===== src/e3_g832_regs.vh =====
// Register indices, field positions, reset values and timing counts
`ifndef E3_G832_REGS_VH
`define E3_G832_REGS_VH

// Register indices; byte address is four times the index
`define IDX_MA_FIELDS 10'h130
`define IDX_OVH_CAPTURE 10'h132
`define IDX_FRAMING_CNT 10'h134
`define IDX_PARITY_CNT 10'h136
`define IDX_REMOTE_CNT 10'h138
`define IDX_CONTROL 10'h13A
`define IDX_IRQ_STATUS 10'h13C
`define IDX_IRQ_MASK 10'h13E

// Maintenance field register layout
`define PT_MSB 6
`define PT_LSB 4
`define TI_MSB 3
`define TI_LSB 0

// Overhead capture layout
`define GC_MSB 15
`define GC_LSB 8
`define NR_MSB 7
`define NR_LSB 0

// Control bits
`define CTRL_TI_EXTRACT 0

// Interrupt status bit positions
`define ST_PARITY 0
`define ST_REMOTE 1
`define ST_FRAMING 2
`define ST_PAYLOAD 3
`define ST_TIMING 4
`define ST_NR 5
`define ST_GC 6
`define ST_WIDTH 7

// Reset values
`define RST_CONTROL 1'h0
`define RST_MASK 7'h00
`define RST_COUNT 16'h0000

// Frames a new overhead value must repeat before it is accepted
`define INTEG_FRAMES 3'h3

// Counter saturation value
`define COUNT_MAX 16'hFFFF

// AHB transfer type with a real transfer
`define HTRANS_NONSEQ 2'h2

`endif


===== src/e3_g832_rx_overhead_monitor.v =====
// Receive overhead monitor for G.832 framed E3 with AHB-Lite registers
//
// Summary of operation
// Payload type field is integrated maintenance byte bits three to five.
// With extraction on, timing field holds four integrated indicator bits.
// With extraction off, timing top bit is zero, low three integrated.
// Integrated general channel byte sits in capture register bits 15:8.
// Integrated network requirement byte sits in capture bits 7:0.
// Framing error events are counted and shown as a 16-bit value.
// Parity errors are counted and shown as a 16-bit value.
// Remote error indications are counted and shown as a 16-bit value.
// Visible error counters change only on the monitor update strobe.
// A parity error sets the latched parity error status bit.
// A remote error indication sets the latched remote error bit.
// An overhead field updates after repeating over consecutive frames.
// Update moves accumulators to counters, saturated, restarting at zero, or at one with an error event in the same cycle.
//
// Implementation choice: the AHB-Lite register port.
`timescale 1ns/1ns
`include "e3_g832_regs.vh"

module e3_g832_rx_overhead_monitor (
    input wire hclk,
    input wire hresetn,
    input wire hsel,
    input wire [31:0] haddr,
    input wire [1:0] htrans,
    input wire hwrite,
    input wire [2:0] hsize,
    input wire [31:0] hwdata,
    input wire hready,
    output reg [31:0] hrdata,
    output reg hreadyout,
    output reg hresp,
    input wire frame_strobe,
    input wire [7:0] ma_byte,
    input wire [7:0] nr_byte,
    input wire [7:0] gc_byte,
    input wire framing_error,
    input wire parity_error,
    input wire remote_error,
    input wire perf_monitor_update,
    output reg irq
);

// Compare a word index with a register index
function addr_is;
    input [9:0] idx;
    input [9:0] target;
    begin
        addr_is = (idx == target);
    end
endfunction

// Data phase kinds of the register bus
localparam [1:0] PH_IDLE = 2'h0;
localparam [1:0] PH_WRITE = 2'h1;
localparam [1:0] PH_READ = 2'h2;

// Bus state
reg [1:0] phase_reg;
reg [1:0] phase_next;
reg [9:0] wr_idx_reg;
wire [9:0] bus_idx;
wire bus_take;
wire wr_phase;
wire ctrl_wr;
wire mask_wr;
wire status_wr;

// Control, status and mask
reg ti_extract_reg;
reg [`ST_WIDTH-1:0] status_reg;
reg [`ST_WIDTH-1:0] status_next;
reg [`ST_WIDTH-1:0] mask_reg;
wire irq_next;
reg [`ST_WIDTH-1:0] event_vec;

// Timing indicator assembly
reg [3:0] ssm_word_reg;
reg [3:0] ssm_word_next;
reg [3:0] ti_sample;
reg ti_valid;
wire [1:0] ssm_pos;

// Integrated fields
wire [2:0] payload_type_field;
wire [3:0] timing_source_indication;
wire [7:0] network_requirement_byte;
wire [7:0] general_channel_byte;
wire payload_changed;
wire timing_changed;
wire nr_changed;
wire gc_changed;

// Error counters
wire [2:0] err_events;
wire [47:0] err_counts;
wire [15:0] framing_error_count;
wire [15:0] parity_error_count;
wire [15:0] remote_error_count;

// Read mux
reg [15:0] rd_value;
reg [`ST_WIDTH-1:0] clear_bits;

// Address phase qualification
assign bus_idx = haddr[11:2];
assign bus_take = hsel && hready && htrans == `HTRANS_NONSEQ;

// Next data phase from the address phase now on the bus
always @*
begin
    case ({bus_take, hwrite})
        2'h3:
            phase_next = PH_WRITE;
        2'h2:
            phase_next = PH_READ;
        default:
            phase_next = PH_IDLE;
    endcase
end

// Register write strobes in the data phase
assign wr_phase = phase_reg == PH_WRITE;
assign ctrl_wr = wr_phase && addr_is(wr_idx_reg, `IDX_CONTROL);
assign mask_wr = wr_phase && addr_is(wr_idx_reg, `IDX_IRQ_MASK);
assign status_wr = wr_phase && addr_is(wr_idx_reg, `IDX_IRQ_STATUS);

// Bits six and seven of the maintenance byte give the multiframe slot
assign ssm_pos = ma_byte[2:1];

// Timing indicator source selection
always @*
begin
    ssm_word_next = ssm_word_reg;
    ssm_word_next[~ssm_pos] = ma_byte[0]; // Slot 0 fills bit 3
    if (ti_extract_reg)
    begin
        ti_sample = ssm_word_next;
        ti_valid = frame_strobe && ssm_pos == 2'h3;
    end
    else
    begin
        ti_sample = {1'b0, ma_byte[2:0]};
        ti_valid = frame_strobe;
    end
end

// Indicator bits are gathered one per frame
always @(posedge hclk or negedge hresetn)
begin
    if (!hresetn)
        ssm_word_reg <= 4'h0;
    else if (frame_strobe && ti_extract_reg)
        ssm_word_reg <= ssm_word_next;
end

// Payload type from maintenance byte bits three to five
field_integrator #(
    .WIDTH(3)
) u_payload_type (
    .hclk(hclk),
    .hresetn(hresetn),
    .sample_valid(frame_strobe),
    .sample(ma_byte[5:3]),
    .value_reg(payload_type_field),
    .changed_reg(payload_changed)
);

// Timing source indication
field_integrator #(
    .WIDTH(4)
) u_timing_source (
    .hclk(hclk),
    .hresetn(hresetn),
    .sample_valid(ti_valid),
    .sample(ti_sample),
    .value_reg(timing_source_indication),
    .changed_reg(timing_changed)
);

// Network requirement byte
field_integrator #(
    .WIDTH(8)
) u_nr_byte (
    .hclk(hclk),
    .hresetn(hresetn),
    .sample_valid(frame_strobe),
    .sample(nr_byte),
    .value_reg(network_requirement_byte),
    .changed_reg(nr_changed)
);

// General channel byte
field_integrator #(
    .WIDTH(8)
) u_gc_byte (
    .hclk(hclk),
    .hresetn(hresetn),
    .sample_valid(frame_strobe),
    .sample(gc_byte),
    .value_reg(general_channel_byte),
    .changed_reg(gc_changed)
);

// Error event order: framing, parity, remote
assign err_events = {remote_error, parity_error, framing_error};

// One accumulator and snapshot counter per error kind
genvar gi;
generate
    for (gi = 0; gi < 3; gi = gi + 1)
    begin : g_err
        error_accumulator u_acc (
            .hclk(hclk),
            .hresetn(hresetn),
            .error_event(err_events[gi]),
            .update(perf_monitor_update),
            .count_reg(err_counts[16*gi +: 16])
        );
    end
endgenerate

assign framing_error_count = err_counts[15:0];
assign parity_error_count = err_counts[31:16];
assign remote_error_count = err_counts[47:32];

// Events that latch into the interrupt status
always @*
begin
    event_vec = {`ST_WIDTH{1'b0}};
    event_vec[`ST_PARITY] = parity_error;
    event_vec[`ST_REMOTE] = remote_error;
    event_vec[`ST_FRAMING] = framing_error;
    event_vec[`ST_PAYLOAD] = payload_changed;
    event_vec[`ST_TIMING] = timing_changed;
    event_vec[`ST_NR] = nr_changed;
    event_vec[`ST_GC] = gc_changed;
end

// Write-one-to-clear bits from a status write in its data phase
always @*
begin
    clear_bits = {`ST_WIDTH{1'b0}};
    if (status_wr)
        clear_bits = hwdata[`ST_WIDTH-1:0];
end

// Sticky status; a new event wins over a clear in the same cycle
always @*
begin
    status_next = (status_reg & ~clear_bits) | event_vec;
end

// Interrupt level from the status about to be stored
assign irq_next = |(status_next & mask_reg);

// Status, mask and interrupt output
always @(posedge hclk or negedge hresetn)
begin
    if (!hresetn)
    begin
        status_reg <= {`ST_WIDTH{1'b0}};
        mask_reg <= `RST_MASK;
        irq <= 1'b0;
    end
    else
    begin
        status_reg <= status_next;
        if (mask_wr)
            mask_reg <= hwdata[`ST_WIDTH-1:0];
        irq <= irq_next;
    end
end

// Control register: timing indicator extraction enable
always @(posedge hclk or negedge hresetn)
begin
    if (!hresetn)
        ti_extract_reg <= `RST_CONTROL;
    else if (ctrl_wr)
        ti_extract_reg <= hwdata[`CTRL_TI_EXTRACT];
end

// Read value selected from the address phase index
always @*
begin
    rd_value = 16'h0000;
    case (bus_idx)
        `IDX_MA_FIELDS:
        begin
            rd_value[`PT_MSB:`PT_LSB] = payload_type_field;
            rd_value[`TI_MSB:`TI_LSB] = timing_source_indication;
        end
        `IDX_OVH_CAPTURE:
        begin
            rd_value[`GC_MSB:`GC_LSB] = general_channel_byte;
            rd_value[`NR_MSB:`NR_LSB] = network_requirement_byte;
        end
        `IDX_FRAMING_CNT:
            rd_value = framing_error_count;
        `IDX_PARITY_CNT:
            rd_value = parity_error_count;
        `IDX_REMOTE_CNT:
            rd_value = remote_error_count;
        `IDX_CONTROL:
            rd_value[`CTRL_TI_EXTRACT] = ti_extract_reg;
        `IDX_IRQ_STATUS:
            rd_value[`ST_WIDTH-1:0] = status_reg;
        `IDX_IRQ_MASK:
            rd_value[`ST_WIDTH-1:0] = mask_reg;
        default:
            rd_value = 16'h0000; // Unmapped words read as zero
    endcase
end

// AHB-Lite slave: zero wait states, always OKAY
always @(posedge hclk or negedge hresetn)
begin
    if (!hresetn)
    begin
        phase_reg <= PH_IDLE;
        wr_idx_reg <= 10'h000;
        hrdata <= 32'h00000000;
        hreadyout <= 1'b0;
        hresp <= 1'b0;
    end
    else
    begin
        hreadyout <= 1'b1;
        hresp <= 1'b0;
        if (hready)
        begin
            phase_reg <= phase_next;
            wr_idx_reg <= bus_idx;
            if (phase_next == PH_READ)
                hrdata <= {16'h0000, rd_value};
            else
                hrdata <= 32'h00000000;
        end
    end
end

endmodule // e3_g832_rx_overhead_monitor


===== src/field_integrator.v =====
// Integrates one overhead field over consecutive identical frames
`timescale 1ns/1ns
`include "e3_g832_regs.vh"

module field_integrator #(
    parameter WIDTH = 8
) (
    input wire hclk,
    input wire hresetn,
    input wire sample_valid,
    input wire [WIDTH-1:0] sample,
    output reg [WIDTH-1:0] value_reg,
    output reg changed_reg
);

reg [WIDTH-1:0] cand_reg;
reg [2:0] run_reg;
reg [2:0] run_next;

// Run length of the current candidate, saturating at the threshold
always @*
begin
    if (sample == cand_reg)
        run_next = (run_reg == `INTEG_FRAMES) ? run_reg : run_reg + 3'h1;
    else
        run_next = 3'h1;
end

// Accept a value only after it repeats in enough consecutive frames
always @(posedge hclk or negedge hresetn)
begin
    if (!hresetn)
    begin
        cand_reg <= {WIDTH{1'b0}};
        run_reg <= 3'h0;
        value_reg <= {WIDTH{1'b0}};
        changed_reg <= 1'b0;
    end
    else
    begin
        changed_reg <= 1'b0;
        if (sample_valid)
        begin
            cand_reg <= sample;
            run_reg <= run_next;
            if (run_next == `INTEG_FRAMES && sample != value_reg)
            begin
                value_reg <= sample;
                changed_reg <= 1'b1;
            end
        end
    end
end

endmodule // field_integrator


===== src/error_accumulator.v =====
// Error event accumulator with a snapshot counter on update strobe
`timescale 1ns/1ns
`include "e3_g832_regs.vh"

module error_accumulator (
    input wire hclk,
    input wire hresetn,
    input wire error_event,
    input wire update,
    output reg [15:0] count_reg
);

reg [15:0] acc_reg;

// Saturating accumulation; snapshot and restart on update
always @(posedge hclk or negedge hresetn)
begin
    if (!hresetn)
    begin
        acc_reg <= `RST_COUNT;
        count_reg <= `RST_COUNT;
    end
    else if (update)
    begin
        count_reg <= acc_reg;
        acc_reg <= error_event ? 16'h0001 : 16'h0000;
    end
    else if (error_event && acc_reg != `COUNT_MAX)
        acc_reg <= acc_reg + 16'h0001;
end

endmodule // error_accumulator


===== config.mk =====
export PLATFORM = sky130hd
export DESIGN_NAME = e3_g832_rx_overhead_monitor
export DESIGN_NICKNAME = d
export VERILOG_FILES = /design/src/e3_g832_rx_overhead_monitor.v /design/src/field_integrator.v /design/src/error_accumulator.v
export VERILOG_INCLUDE_DIRS = /design/src
export SDC_FILE = /design/constraint.sdc
export NUM_CORES = 1
export LEC_CHECK = 0
export ABC_CLOCK_PERIOD_IN_PS = 2700
export BUFFER_PORTS_ARGS = -buffer_cell sky130_fd_sc_hd__buf_4
export CORE_MARGIN = 8
export CORE_UTILIZATION = 55
export CTS_CLUSTER_DIAMETER = 120
export DETAILED_ROUTE_END_ITERATION = 10
export PLACE_DENSITY = 0.77
export SLEW_MARGIN = 25
export SYNTH_ARGS = -nofsm -noshare
export SYNTH_HDL_FRONTEND = slang
export SYNTH_SLANG_ARGS = --single-unit

===== constraint.sdc =====
create_clock -name hclk -period 2.7 [get_ports hclk]
set_input_delay 0.27 -clock hclk [delete_from_list [all_inputs] [get_ports hclk]]
set_output_delay 0.27 -clock hclk [all_outputs]
set_load 0.02 [all_outputs]

==> metrics <==
die area 23100 sq um; clock-pin slew on the worst setup and hold paths 0.06 ns; Power Total 0.00741 W; post-route ant nets 0; Clock Latency Late Sink about 0.51 ns; TNS Setup 0 ns; CP max stage cell or4b_4; CP Max Fanout 7; Post-DP HPWL 15.6 mm; Crit path max-delay family simple AND/OR/NAND/NOR gates; core area ~18000 sq um; Cells after Synth 898; sequential area share after synthesis about 51%; warnings from Yosys 0; Layout area overhead 15.5%; clock tree sinks 207; post-DR wirelength/cell 18.3 um; vias in the first global route between 7000 and 8000; commonest non-fill, non-tap cell in the layout dfrtp_1; most frequent cells in the layout dfrtp_1, mux2_2, buf_4; startpoint class of the critical path register; met3 Use GR under 10%; Inserted Diodes 0; met2 Use GR 31.8%; TritonRoute pass-1 iters 5; WP data required approximately 3 ns; CTS root buf clkbuf_16; reg2reg start wr_idx_reg[7]; largest net degree at the start of global routing 64; share of layout cells above drive strength 1 roughly a quarter; Layout Utilization 65.1%; status completed; global-route wire length before repair around 38 mm; die width 152 um; final hold vios 0; total gr overflow 0; crit path buf inv count 0; row cnt a little under 50; Setup Crit Path Kind register to register; global route hottest layer met2; Period Utilization, post-route 91.4%; flops & latches, synth 207; CP Data Arrival Time 2.85 ns; Critical path origin wr_idx_reg[7]; routability-driven placement congestion ratio 0.841; initial antenna violation count 0; grt met1 use 26.2%; mapped cell area between 10000 and 15000 sq um; Pleak 5.37 nW; max_cap viols 0; Least-Margin Pin Slew 0.661 ns; CP Capture Type register; number of CTS-inserted buffers 23; drc violations 0; max_slew headroom between 50 and 60%; IO buf count 68; clock skew roughly 0.0096 ns; EDFF count, synth 0; critical-path cell list or4b_4 > nor4_4 > a21boi_0 > o21a_1 > a2111oi_2 > nand3_1; CTS Buffer Depth 3; mean post-synth cell area 11.3 sq um; Fillers ~1400; Min-Delay Startpoint haddr[6]; Netlist cell types 68; dominant synthesized flop cell dfrtp_1; peak supply drop approximately 0.36 mV; Tmin final 2.47 ns; Initial DRC Count 436; TritonCTS clock tree done; Nets 1082; unrepaired setup endpoints after global routing false; Pwr Density ~630 nW/um^2; Post-Route WL 22.3 mm; Vias 7146; Avg Vias per Cell 5.87; GRT Total Usage 19.4%; Slew Limit Fails 0; max incr delay on CP 0.56 ns; CTS H-tree depth 1; f_max 405 MHz; ys async rst share 100%; # IOs 138; setup violators final 0; Die Height between 150 and 200 um; Initial Utilization 56.3%; Hold WC Path Type input pin to register
path summary, 6_finish.rpt:
kind,endpoint,slack (ns),cells after the start
max in group asynchronous,g_err[0].u_acc.acc_reg[8],1.59,3
hold reg to reg,status_reg[4],0.47,1
setup / recovery,irq,0.23,6
hold / removal,wr_idx_reg[4],0.007,2
setup reg to reg,irq,0.23,6
min in group asynchronous,u_gc_byte.run_reg[2],0.28,2
kinds of logic after synthesis:
logic type	after synthesis	share of synthesized area, %
AOI/OAI and AO/OA	147	10.4
xor gates and xnor gates	80	6.88
adders and majority gates	7	0.859
buffers and inverters	69	3.40
DFF	207	50.8
muxes	128	14.1
other	2	0.0737
and+or+nand+nor	258	13.5
worst register-to-register path, cell delays in order (launching register included):
cell and delay [ns]:
dfrtp_1 0.37, or4b_4 0.56, nor4_4 0.54, a21boi_0 0.24, o21a_1 0.25, a2111oi_2 0.28, nand3_1 0.11
Yosys cell counts (4+ instances only):
cell type,n,area (sq um)
a221oi_1,6,52.6
o21ai_0,26,130
a21o_1,12,90.1
o21a_1,6,45.0
xnor2_1,30,263
nand4_1,28,175
xor2_1,50,438
dfrtp_1,207,5180
nand2_1,48,180
a22o_1,7,61.3
mux2_2,107,1200
ha_1,7,87.6
a31oi_1,10,62.6
buf_1,6,22.5
buf_2,7,35.0
nor2b_1,5,31.3
a21boi_1,4,30.0
nor3_1,15,75.1
o2bb2ai_1,11,96.3
and3_1,10,62.6
a222oi_1,4,40.0
nand2b_1,15,93.8
mux2i_1,15,150
buf_4,21,158
a22oi_1,14,105
o211ai_1,5,37.5
and4_1,9,78.8
nor4_1,6,37.5
clkbuf_1,21,78.8
a21oi_1,17,85.1
mux2_1,5,56.3
inv_1,13,48.8
or2_1,5,31.3
nand3_1,33,165
o22ai_1,4,25.0
nor2_1,60,225
where the power goes:
part | switching, W | internal [W]
Sequential | 0.000129 | 0.00324
Clock | 0.00128 | 0.00204
Combinational | 0.000388 | 0.000323
layer usage:
metal  part of all wire (%)  vias up
met2                     48      183
li1                       -     3368
met5                      0        -
met4                    1.8        0
met3                    5.0       37
met1                     45     3558
layout make-up:
class	instances	area, sq um	share of cell area, %
Clock buffer	29	628	5.34
Sequential cell	207	5180	44.0
Clock inverter	13	185	1.57
Inverter	14	52.6	0.447
Timing Repair Buffer	88	712	6.05
Tap cell	229	287	2.43
Multi-Input combinational cell	638	4720	40.1
what timing repair did:
| item | CTS | global route |
|---|---|---|
| endpoints found under the hold margin | 50 | 0 |
| resized for setup | 0 | 0 |
| hold buffers | 3 | 0 |
| buffers inserted | 0 | 0 |
per-stage QoR:
stage               hold slack (ns)  instance area [sq um]  worst slack, ns  instances
floorplan                   -0.0256                  10200            0.594        914
global placement              0.261                  10900            0.236       1173
detailed placement            0.255                  10900            0.238       1173
CTS                        0.000701                  11800            0.286       1218
global route                0.00525                  11800            0.161       1218
finish                      0.00686                  11800            0.232       1218
No activity file was read; power rests on OpenSTA's default activity.
